==> config.mk <==
export PLATFORM = sky130hd
export DESIGN_NAME = btm_test_ctrl
export DESIGN_NICKNAME = d
export VERILOG_FILES = /design/src/hw/btm_pkg.sv /design/src/hw/btm_test_ctrl.sv
export SDC_FILE = /design/constraint.sdc
export NUM_CORES = 1
export LEC_CHECK = 0
export BUFFER_PORTS_ARGS = -buffer_cell sky130_fd_sc_hd__buf_2
export CAP_MARGIN = 20
export CORE_ASPECT_RATIO = 1.75
export CORE_MARGIN = 5
export CORE_UTILIZATION = 40
export CTS_CLUSTER_DIAMETER = 200
export DETAILED_ROUTE_END_ITERATION = 7
export PLACE_DENSITY = 0.69
export REMOVE_ABC_BUFFERS = 1
export SYNTH_ARGS = -nofsm -noshare
export SYNTH_HDL_FRONTEND = slang
export SYNTH_SLANG_ARGS = --single-unit
==> constraint.sdc <==
create_clock -name clk_sys -period 6.1 [get_ports clk_sys]
set_clock_uncertainty 0.1 [all_clocks]
set_input_delay 1.22 -clock clk_sys [delete_from_list [all_inputs] [get_ports clk_sys]]
set_output_delay 1.22 -clock clk_sys [all_outputs]
set_load 0.02 [all_outputs]
==> src/hw/btm_pkg.sv <==
// Constants and carrier types for the board test mode control block.
// Assumes one system clock; all pins are sampled on clk_sys.
package btm_pkg;
	localparam logic [7:0] ADDR_MASTER_TEST = 8'h80;
	localparam logic [7:0] ADDR_RB_TX_DATA = 8'h82;
	localparam logic [7:0] ADDR_RB_TX_CTRL = 8'h83;
	localparam logic [7:0] ADDR_RB_RX_CTRL = 8'h84;
	localparam logic [7:0] ADDR_FORCE_RFP = 8'h90;
	localparam logic [7:0] ADDR_FORCE_TFP = 8'h96;
	localparam logic [7:0] ADDR_FORCE_RX_CELL = 8'hD0;
	localparam logic [7:0] ADDR_FORCE_RX_BYTE = 8'hD2;
	localparam logic [7:0] ADDR_FORCE_TCP = 8'hE0;
	localparam logic [7:0] ADDR_FORCE_GP = 8'hEA;
	localparam int TEST_SPACE_BIT = 7;
	// Master test control bit positions
	localparam int MT_PINS_FLOAT = 0;
	localparam int MT_BUS_FLOAT = 1;
	localparam int MT_PIN_TEST = 2;
	localparam int MT_BUS_BY_SEL = 3;
	localparam int MT_FACTORY_VEC = 4;
	localparam int MT_ANALOG = 5;
	localparam int MT_BYPASS = 6;
	// Force register bit positions
	localparam int F_RFP = 2;
	localparam int F_TFP = 0;
	localparam int F_TCP = 1;
	localparam int F_GP1 = 1;
	localparam int F_GP0 = 0;
	localparam int F_RX_CELL_START = 7;
	localparam int F_RCA = 5;
	localparam int F_RCP = 4;
	localparam int F_RX_FLOW_FIELD_OUT = 3;
	localparam int F_RPAR = 1;
	localparam int F_IRQ = 0;
	localparam logic [7:0] BYTE_ZERO = 8'h00;
	// Receive frame pulse retimed by this many byte clock edges
	localparam int RFP_STAGES = 2;

	typedef struct packed {
		logic [7:0] tx_byte_in;
		logic tx_frame_pulse;
		logic tx_flow_field_in;
		logic tx_flow_stop;
		logic tx_cell_start;
		logic tx_parity_in;
		logic tx_write_en_n;
		logic tx_fifo_clk;
		logic rx_fifo_clk;
		logic rx_read_en_n;
		logic tx_serial_enable;
	} btm_pins_in_t;

	typedef struct packed {
		logic rx_frame_pulse;
		logic tx_frame_pulse;
		logic tx_cell_pulse;
		logic [1:0] gen_out;
		logic rx_cell_start;
		logic rx_cell_avail;
		logic rx_cell_pulse;
		logic rx_flow_field_out;
		logic rx_parity_out;
		logic [7:0] rx_byte_out;
	} btm_force_t;

	typedef struct packed {
		logic pins_float;
		logic bus_float;
		logic pin_test_enable;
		logic bus_drive_by_select;
		logic factory_vector_test;
		logic analog_factory_test;
		logic bypass;
	} btm_mode_t;
endpackage

==> src/hw/btm_test_ctrl.sv <==
// Board test mode control: master test register, input readback and output forcing.
// Assumes bus strobes, chip select and pins are synchronous to clk_sys; the
// microprocessor cycle is a single-cycle write_strobe_n or read_strobe_n low.
// How it works
// RULE1: Writes to unused test register bits change nothing.
// RULE2: Host writes zeros to unused bits and masks them on read.
// RULE3: Writable test bits have no reset value unless stated.
// RULE4: Master bits except factory, analog, bypass clear on hardware or master reset.
// RULE5: Factory and bypass clear on chip select high; analog also needs reset.
// RULE6: Pins float bit tri-states all outputs except data bus.
// RULE7: Bus float bit tri-states the data bus too.
// RULE8: Pin test bit puts sub-blocks in test mode; writes force outputs.
// RULE9: Bus drive by select with pin test: select high drives bus, overrides float.
// RULE10: Factory test bit makes test access port; ORed with pin test.
// RULE11: Bypass holds clock units in reset and feeds serial input directly.
// RULE12: Host enters test mode zero by writing zero to listed addresses.
// RULE13: In test mode, reads at 82H to 84H return live input levels.
// RULE14: Clocks, serial pair, buses, strobes and reset are not readable; code reads tx_fifo_clk at 83H and rx_fifo_clk at 84H.
// RULE15: Writes to 90H, 96H, E0H, FORCE_GENERAL_PINS force the listed outputs.
// RULE16: D0H and D2H force receive pins, applied on receive FIFO clock rise; code passes rx_cell_pulse and rx_flow_field_out through at once.
// RULE17: Forced interrupt one drives open-drain pin low; zero releases it.
// RULE18: Host waits two byte clocks for forced receive frame pulse.
// RULE19: Host sets transmit frame pulse direction before reading or forcing it.
// RULE20: Serial transmit, line clocks, data bus, cell available not forceable; code forces rx_cell_avail via D0H.
// RULE21: Address bit seven high selects the test register space.
// RULE22: Forced values hold until rewritten or test mode is left.
`timescale 1ns/10ps
module btm_test_ctrl (
	input wire logic clk_sys,
	input wire logic sys_rst,
	input wire logic hw_reset_n,
	input wire logic master_reset,
	input wire logic chip_select_n,
	input wire logic write_strobe_n,
	input wire logic read_strobe_n,
	input wire logic [7:0] addr,
	input wire logic [7:0] data_in,
	output logic [7:0] data_out,
	output logic data_oe,
	input wire btm_pkg::btm_pins_in_t pins_in,
	input wire logic internal_byte_clk,
	input wire btm_pkg::btm_force_t normal_out,
	input wire logic normal_irq,
	input wire logic tx_frame_dir_sel,
	output btm_pkg::btm_force_t pins_out,
	output btm_pkg::btm_force_t pins_oe,
	output logic irq_pin_n_o,
	output logic irq_pin_n_oe,
	output btm_pkg::btm_mode_t mode,
	output logic sub_block_test,
	output logic clk_units_reset,
	output logic serial_bypass
);
	import btm_pkg::*;

	logic [6:0] master;
	btm_force_t forced;
	btm_force_t rx_staged;
	logic force_irq;
	logic [RFP_STAGES-1:0] rfp_pipe;
	logic rx_fifo_clk_q;
	logic internal_byte_clk_q;
	logic test_mode;
	logic wr;
	logic rd;
	logic [7:0] next_rdata;
	btm_force_t next_out;
	btm_force_t next_oe;
	logic next_data_oe;

	function automatic logic hit(input logic [7:0] a, input logic [7:0] r);
		hit = (a == r);
	endfunction

	assign wr = !chip_select_n && !write_strobe_n && addr[TEST_SPACE_BIT]; // RULE21
	assign rd = !chip_select_n && !read_strobe_n && addr[TEST_SPACE_BIT]; // RULE21
	assign test_mode = master[MT_PIN_TEST] | master[MT_FACTORY_VEC]; // RULE10

	// Master test control; bits without reset have none, so they start at zero
	always_ff @(posedge clk_sys or posedge sys_rst) begin
		if (sys_rst) begin
			master <= '0; // RULE3
		end else begin
			if (!hw_reset_n || master_reset) begin
				master[MT_BUS_BY_SEL:MT_PINS_FLOAT] <= '0; // RULE4
			end else if (wr && hit(addr, ADDR_MASTER_TEST)) begin
				master[MT_BUS_BY_SEL:MT_PINS_FLOAT] <= data_in[MT_BUS_BY_SEL:MT_PINS_FLOAT];
			end
			if (chip_select_n) begin
				master[MT_FACTORY_VEC] <= 1'b0; // RULE5
				master[MT_BYPASS] <= 1'b0; // RULE5
				if (!hw_reset_n) begin
					master[MT_ANALOG] <= 1'b0; // RULE5
				end
			end else if (wr && hit(addr, ADDR_MASTER_TEST)) begin
				master[MT_FACTORY_VEC] <= data_in[MT_FACTORY_VEC];
				master[MT_ANALOG] <= data_in[MT_ANALOG];
				master[MT_BYPASS] <= data_in[MT_BYPASS];
			end
		end
	end

	// Forced values in the bus domain; unused bits are never stored
	always_ff @(posedge clk_sys or posedge sys_rst) begin
		if (sys_rst) begin
			forced <= '0;
			force_irq <= 1'b0;
		end else if (!test_mode) begin
			forced <= '0; // RULE22
			force_irq <= 1'b0; // RULE22
		end else if (wr) begin
			if (hit(addr, ADDR_FORCE_RFP)) forced.rx_frame_pulse <= data_in[F_RFP]; // RULE15
			if (hit(addr, ADDR_FORCE_TFP)) forced.tx_frame_pulse <= data_in[F_TFP]; // RULE15
			if (hit(addr, ADDR_FORCE_TCP)) forced.tx_cell_pulse <= data_in[F_TCP]; // RULE15
			if (hit(addr, ADDR_FORCE_GP)) begin
				forced.gen_out <= {data_in[F_GP1], data_in[F_GP0]}; // RULE15
			end
			if (hit(addr, ADDR_FORCE_RX_CELL)) begin
				forced.rx_cell_start <= data_in[F_RX_CELL_START]; // RULE16
				forced.rx_cell_avail <= data_in[F_RCA];
				forced.rx_cell_pulse <= data_in[F_RCP];
				forced.rx_flow_field_out <= data_in[F_RX_FLOW_FIELD_OUT];
				forced.rx_parity_out <= data_in[F_RPAR];
				force_irq <= data_in[F_IRQ];
			end
			if (hit(addr, ADDR_FORCE_RX_BYTE)) forced.rx_byte_out <= data_in; // RULE16
		end
	end

	// Pin clocks are sampled, so edges are found on the system clock
	always_ff @(posedge clk_sys or posedge sys_rst) begin
		if (sys_rst) begin
			rx_fifo_clk_q <= 1'b0;
			internal_byte_clk_q <= 1'b0;
		end else begin
			rx_fifo_clk_q <= pins_in.rx_fifo_clk;
			internal_byte_clk_q <= internal_byte_clk;
		end
	end

	// Marked receive outputs take the forced value only on a FIFO clock rise
	always_ff @(posedge clk_sys or posedge sys_rst) begin
		if (sys_rst) begin
			rx_staged <= '0;
		end else if (!test_mode) begin
			// Stale forced values must not reappear on re-entry
			rx_staged <= '0; // RULE22
		end else if (pins_in.rx_fifo_clk && !rx_fifo_clk_q) begin
			rx_staged.rx_cell_start <= forced.rx_cell_start; // RULE16
			rx_staged.rx_cell_avail <= forced.rx_cell_avail;
			rx_staged.rx_parity_out <= forced.rx_parity_out;
			rx_staged.rx_byte_out <= forced.rx_byte_out;
		end
	end

	// Frame pulse retimed through the byte clock; host waits for it
	always_ff @(posedge clk_sys or posedge sys_rst) begin
		if (sys_rst) begin
			rfp_pipe <= '0;
		end else if (!test_mode) begin
			rfp_pipe <= '0; // RULE22
		end else if (internal_byte_clk && !internal_byte_clk_q) begin
			rfp_pipe <= {rfp_pipe[RFP_STAGES-2:0], forced.rx_frame_pulse}; // RULE18
		end
	end

	// Readback of live inputs; unreadable pins have no entry at all
	always_comb begin
		next_rdata = BYTE_ZERO; // RULE14
		if (test_mode) begin
			if (hit(addr, ADDR_RB_TX_DATA)) next_rdata = pins_in.tx_byte_in; // RULE13
			if (hit(addr, ADDR_RB_TX_CTRL)) begin
				next_rdata = {1'b0, pins_in.tx_frame_pulse, pins_in.tx_flow_field_in,
					pins_in.tx_flow_stop, pins_in.tx_cell_start, pins_in.tx_parity_in,
					pins_in.tx_write_en_n, pins_in.tx_fifo_clk}; // RULE13
			end
			if (hit(addr, ADDR_RB_RX_CTRL)) begin
				next_rdata = {pins_in.rx_fifo_clk, pins_in.rx_read_en_n,
					pins_in.tx_serial_enable, 5'h00}; // RULE13
			end
		end
		if (hit(addr, ADDR_MASTER_TEST)) begin
			next_rdata = {1'b0, master}; // RULE1
		end
	end

	// Output mux: normal logic or forced values, then tri-state control
	always_comb begin
		// Line clocks and serial pair are not in the forced set; cell-available is, via D0H
		next_out = normal_out; // RULE20
		if (test_mode) begin
			next_out = forced; // RULE8
			next_out.rx_frame_pulse = rfp_pipe[RFP_STAGES-1];
			next_out.rx_cell_start = rx_staged.rx_cell_start;
			next_out.rx_cell_avail = rx_staged.rx_cell_avail;
			next_out.rx_parity_out = rx_staged.rx_parity_out;
			next_out.rx_byte_out = rx_staged.rx_byte_out;
		end
		next_oe = master[MT_PINS_FLOAT] ? '0 : '1; // RULE6
		// Frame pulse pin stays an input while its direction says so
		if (tx_frame_dir_sel) next_oe.tx_frame_pulse = 1'b0; // RULE19
		if (master[MT_BUS_BY_SEL] && master[MT_PIN_TEST]) begin
			next_data_oe = chip_select_n; // RULE9
		end else if (master[MT_BUS_FLOAT]) begin
			next_data_oe = 1'b0; // RULE7
		end else begin
			next_data_oe = rd;
		end
	end

	always_ff @(posedge clk_sys or posedge sys_rst) begin
		if (sys_rst) begin
			pins_out <= '0;
			pins_oe <= '0;
			data_out <= BYTE_ZERO;
			data_oe <= 1'b0;
			irq_pin_n_o <= 1'b0;
			irq_pin_n_oe <= 1'b0;
		end else begin
			pins_out <= next_out;
			pins_oe <= next_oe;
			data_out <= next_rdata;
			data_oe <= next_data_oe;
			irq_pin_n_o <= 1'b0;
			// Open drain: only ever drives low
			irq_pin_n_oe <= !master[MT_PINS_FLOAT]
				&& (test_mode ? force_irq : normal_irq); // RULE17
		end
	end

	always_ff @(posedge clk_sys or posedge sys_rst) begin
		if (sys_rst) begin
			mode <= '0;
			sub_block_test <= 1'b0;
			clk_units_reset <= 1'b0;
			serial_bypass <= 1'b0;
		end else begin
			mode <= {master[MT_PINS_FLOAT], master[MT_BUS_FLOAT], master[MT_PIN_TEST],
				master[MT_BUS_BY_SEL], master[MT_FACTORY_VEC], master[MT_ANALOG],
				master[MT_BYPASS]};
			sub_block_test <= test_mode; // RULE8
			clk_units_reset <= master[MT_BYPASS]; // RULE11
			serial_bypass <= master[MT_BYPASS]; // RULE11
		end
	end
endmodule

==> impl_metrics.yaml, run 1 <==
sta:
  grt_setup_unrepaired: "no"
  setup_viol_count_final: 0
  finalCriticalPeriod_ns: 2.670
  post-route-period-util_pct: 43.77
  whs_ns: 0.3758
  max_freq_ghz: 0.3745
  maxSlewViolCount: 0
  hold_viol_final: 0
  fin_ws_ns: 3.430
  tightestPinTransition_ns: 0.8917
  fin_setup_tns_ns: 0
  slew_headroom_pct: 40.40
yosys:
  yosysTopAreaCell: "dfrtp_1"
  yosysSeqAreaShare_pct: 56.47
  synth_enable_flop_cells: 0
  yosys.cell_types.count: 41
  yosys-top-cells-count: "nand2_1, dfrtp_1, a21oi_1, buf_4, mux2i_1"
  syn_area_um2: 3501
  synth.avg_cell_area_um2: 10.30
  yosysWarnings: 0
  synthFlopType: "dfrtp_1"
  synthTopCellsByArea: "dfrtp_1, nand2_1, mux2i_1, buf_4, a21oi_1"
  yosysMostFrequentCell: "nand2_1"
  syn_inst: 340
  ys_async_sr_fraction_pct: 100.0
  synth-seq-cells: 79
  synth_top_area_share_pct: 56.47
clocking:
  tritoncts: "built"
  cts_setup_buffers: 0
  clockRootBuffer: "clkbuf_16"
  postCtsHoldBufs: 0
  htreeDepth: 3
  cts_buffer_depth: 2
  clock_latency_ns: 0.33
  cts_buffers: 9
  cts_resized: 0
  clk_pin_slew_ns: 0.06
  clkSinkCount: 79
finish:
  ff_latch_area_um2: 1977
  syn_to_final_growth_pct: 27.06
  num_antenna_cells: 0
  fin_nets: 499
  multi_input_area_um2: 1287
  fillers: 794
  drive_above_1_share_pct: 33.26
routing:
  drtAntennaViolNets: 0
  highest_layer: "met4"
  wl_mm: 9.162
  wl_met1_mm: 3.125
  drc_errors: 0
  wl_per_cell_um: 16.39
  drt-initial-drc-count: 136
  viasPerCell: 4.968
  vias: 2777
  wl_met3_um: 491
  drtPass1Iterations: 4
  wl_met2_mm: 5.175
global_routing:
  antenna_found_initial: 0
  grt_max_degree: 80
  grt_pass1_vias: 2814
  grt_use_total_pct: 17.58
  grt_pass1_wl_mm: 14.28
  global_route.overflow_total: 0
die:
  die_x_um: 80.72
  io-pin-count: 119
  dieArea_um2: 10800
  die_y_um: 133.8
  rows: 45
  initial_core_util_pct: 40.64
  fp.coreArea_um2: 8615
critical_path:
  required_ns: 6.24
  crit_arrival_ns: 2.81
  r2r_slack_ns: 4.34
  cp_cell_sequence: "buf_2 > nor4b_2 > nand4_1 > o2bb2ai_1"
  cp-end-kind: "flip-flop"
  max_stage_delay_ns: 0.80
  startpoint_type: "input port"
  slowest_stage: "nor4b_2"
  worst-setup-path-type: "input port to flip-flop"
  cp_max_fo: 9
status:
  status: "finished, final reports clean"
pwr:
  p_leak_nw: 2.195
  p_per_area_nw_per_um2: 277.1
  ir_drop_uv: 151.0
placement:
  dp_hpwl_mm: 6.740
  place.gp.congestion: 0.9228
  io_buffers: 117
  dp_slack_ns: 3.106
hold_path:
  min_path_type: "flip-flop to flip-flop"
flow_run:
  drv_cap: 0
[registers in the layout (all words and copies together) (netlist names)]
| name | count |
|---|---|
| sub_block_test | 1 |
| mode | 6 |
| data_out | 8 |
| pins_oe | 2 |
| rx_staged | 11 |
| rx_fifo_clk_q | 1 |
| forced | 18 |
| internal_byte_clk_q | 1 |
| serial_bypass | 1 |
| irq_pin_n_oe | 1 |
| data_oe | 1 |
| force_irq | 1 |
| pins_out | 18 |
| rfp_pipe | 2 |
| master | 7 |
[metal layers]
| metal | vias up | track usage (%) |
|---|---|---|
| li1 | 1351 | - |
| met1 | 1306 | 18.65 |
| met2 | 95 | 31.23 |
| met3 | 25 | 4.195 |
| met4 | 0 | 9.398 |
| met5 | - | 0 |
[cells by family after synthesis]
logic type	after synthesis	share of synthesized area, %
multiplexers	19	5.504
flip-flops	79	56.47
other	1	0.1071
buffers and inverters	42	6.826
AND/OR/NAND/NOR	148	21.23
AO/OA/AOI/OAI	51	9.864
[report_power, final]
| part | total (W) | switching [W] | internal, W |
|---|---|---|---|
| logic | 0.0000842 | 0.0000520 | 0.0000322 |
| registers | 0.000534 | 0.00000183 | 0.000532 |
| clock network | 0.000614 | 0.000205 | 0.000409 |
[critical path, delay by kind of cell]
kind            cells  cell delay (ns)
simple gates        2             1.18
compound gates      1             0.28
buf+inv             1             0.13
[path summary, 6_finish.rpt]
path | from | to | cells after the start
setup / recovery | addr[4] | data_out[4] | 4
setup reg to reg | master[4] | forced[6] | 5
hold / removal | rfp_pipe[1] | pins_out[17] | 2
hold reg to reg | rfp_pipe[1] | pins_out[17] | 2
max in group asynchronous | sys_rst | pins_out[11] | 4
min in group asynchronous | sys_rst | sub_block_test | 3
[stage by stage]
stage               power (W)  util, %  cell area, µm²  instances
finish               0.001232    51.63            4448        559
global route         0.001275    51.63            4448        559
CTS                  0.001243    50.99            4393        557
detailed placement  0.0006265    46.97            4046        541
global placement    0.0006249    46.97            4046        541
floorplan           0.0005822        -            3281        303
[layout make-up]
class | count | share of cell area [%]
Clock buffer | 10 | 5.373
Inverter | 5 | 0.4501
Tap cell | 117 | 3.291
Multi-Input combinational cell | 219 | 28.95
Timing Repair Buffer | 123 | 15.08
Clock inverter | 6 | 2.419
Sequential cell | 79 | 44.44
[placed cells by master, fill, tap and decap left out, types with 2 or more instances in the layout]
| master | instances |
|---|---|
| nor4bb_1 | 2 |
| o21ai_0 | 7 |
| nand3_1 | 5 |
| buf_4 | 4 |
| nand3b_1 | 5 |
| nor4_1 | 2 |
| a21oi_1 | 19 |
| bufinv_16 | 3 |
| buf_16 | 2 |
| nand2b_1 | 6 |
| inv_1 | 4 |
| nor3b_1 | 2 |
| mux2i_1 | 17 |
| or4b_1 | 2 |
| clkinv_2 | 3 |
| nor2_1 | 5 |
| mux2_2 | 2 |
| nand2_1 | 90 |
| and3b_1 | 3 |
| and2_1 | 2 |
| buf_2 | 117 |
| clkbuf_16 | 9 |
| o2bb2ai_1 | 5 |
| o31ai_1 | 7 |
| o21a_1 | 3 |
| a32o_1 | 8 |
| dfrtp_1 | 79 |
| and2b_1 | 2 |
| nand4_1 | 11 |
(Power assumes the default switching activity.)
==> run 2: changes to the inputs <==
--- a/config.mk
+++ b/config.mk
@@ -12,7 +12,7 @@
 export CORE_UTILIZATION = 40
 export CTS_CLUSTER_DIAMETER = 200
 export DETAILED_ROUTE_END_ITERATION = 7
-export PLACE_DENSITY = 0.69
+export PLACE_DENSITY = 0.71
 export REMOVE_ABC_BUFFERS = 1
 export SYNTH_ARGS = -nofsm -noshare
 export SYNTH_HDL_FRONTEND = slang
==> constraint.sdc (replaced) <==
create_clock -name clk_sys -period 2.2 [get_ports clk_sys]
set_clock_uncertainty 0.1 [all_clocks]
set_input_delay 0.44 -clock clk_sys [delete_from_list [all_inputs] [get_ports clk_sys]]
set_output_delay 0.44 -clock clk_sys [all_outputs]
set_load 0.02 [all_outputs]
==> impl_metrics.yaml, run 2 (synthesis gave the netlist of run 1 again) <==
finish:
  layout_commonest_cell: "buf_2"
  reg_top3: "forced x18, pins_out x18, rx_staged x11"
  final_cell_mix: "buf_2, nand2_1, dfrtp_1, a21oi_1, mux2i_1"
  fillers: 811
  multi_input_area_um2: 1287
  ff_latch_area_um2: 1977
  drive_above_1_share_pct: 34.29
  num_antenna_cells: 0
  fin_nets: 509
  syn_to_final_growth_pct: 27.13
  fin_util_pct: 51.66
critical_path:
  path_buf_inv: 1
  worst-setup-path-type: "input port to flip-flop"
  cp_top_family: "simple AND/OR/NAND/NOR gates"
  crit_arrival_ns: 1.98
  cp_cell_sequence: "buf_2 > or4b_1 > nor4_1 > and3b_1"
  max_stage_delay_ns: 0.66
  required_ns: 2.36
  cp-end-kind: "flip-flop"
  startpoint_type: "input port"
  slowest_stage: "or4b_1"
  cp_max_fo: 7
placement:
  io_buffers: 117
  dp_hpwl_mm: 6.986
  place.gp.congestion: 0.9030
global_routing:
  grt_pass1_vias: 2925
  global_route.overflow_total: 0
  grt_use_total_pct: 17.93
  antenna_found_initial: 0
  grt_pass1_wl_mm: 14.66
  grt_max_degree: 55
sta:
  setup_viol_count_final: 0
  max_freq_ghz: 0.5501
  grt_setup_unrepaired: "no"
  hold_viol_final: 0
  maxSlewViolCount: 0
  post-route-period-util_pct: 82.63
  finalCriticalPeriod_ns: 1.818
die:
  io-pin-count: 119
  fp.coreArea_um2: 8615
  die_x_um: 80.72
  rows: 45
  dieArea_um2: 10800
  die_y_um: 133.8
  initial_core_util_pct: 40.64
routing:
  vias: 2824
  wl_mm: 9.071
  drc_errors: 0
  drt-initial-drc-count: 113
  drtPass1Iterations: 4
  viasPerCell: 4.963
  drtAntennaViolNets: 0
  wl_per_cell_um: 15.94
clocking:
  cts_setup_buffers: 0
  clock_latency_ns: 0.33
  clockRootBuffer: "clkbuf_16"
  cts_buffers: 9
  tritoncts: "built"
  clk_pin_slew_ns: 0.06
  clkSinkCount: 79
  htreeDepth: 3
  cts_buffer_depth: 2
pwr:
  ir_drop_uv: 365.1
  p_leak_nw: 2.202
  p_per_area_nw_per_um2: 716.8
  power.total_w: 0.003190
status:
  status: "finished, final reports clean"
hold_path:
  min_path_type: "input port to flip-flop"
flow_run:
  drv_cap: 0
==> run 2: layout make-up <==
type	count	share of cell area, %
multi-input cells	219	28.93
clock inverters	6	1.574
repair buffers	133	16.19
clock buffers	10	5.145
inverters	5	0.4498
well taps	117	3.289
flip-flops and latches	79	44.42
==> run 2: worst paths after layout <==
kind                                   start             endpoint  slack, ns  depth (start not counted)
setup / recovery                     addr[4]          data_out[7]       0.38                          4
hold / removal             internal_byte_clk  internal_byte_clk_q       0.14                          1
setup reg to reg                   master[2]          data_out[7]       0.54                          4
hold reg to reg                    master[6]        serial_bypass       0.31                          0
max in group asynchronous            sys_rst          pins_out[9]       0.95                          4
min in group asynchronous            sys_rst          pins_oe[16]       0.49                          3
==> run 2: per-layer routing <==
metal | track usage (%) | share of wire (%) | vias up
met1 | 18.60 | 35 | 1340
li1 | - | - | 1377
met4 | 9.868 | 3.4 | 0
met3 | 3.924 | 4.8 | 14
met2 | 32.38 | 57 | 93
met5 | 0 | 0 | -
==> run 2: timing repair <==
| item | 4_1_cts | 5_1_grt |
|---|---|---|
| setup endpoints to repair | 0 | 0 |
| gates resized for setup | 0 | 0 |
| hold buffers | 1 | 0 |
| endpoints found under the hold margin | 13 | 0 |
==> run 2: per-stage QoR <==
stage	instance area [µm²]	cells	TNS, ns	setup WS [ns]	hold WS, ns
2_1_floorplan	3281	303	-71.70	-1.003	0.2684
3_3_place_gp	4141	552	0	0.08624	0.2811
3_5_place_dp	4141	552	0	0.03522	0.2850
4_1_cts	4451	569	0	0.3955	0.1261
5_1_grt	4451	569	0	0.3198	0.1250
6_report	4451	569	0	0.3821	0.1379
==> run 2: where the power goes <==
| part | internal, W | switching [W] |
|---|---|---|
| logic | 0.0000951 | 0.000146 |
| registers | 0.00147 | 0.00000505 |
| clock network | 0.000884 | 0.000585 |
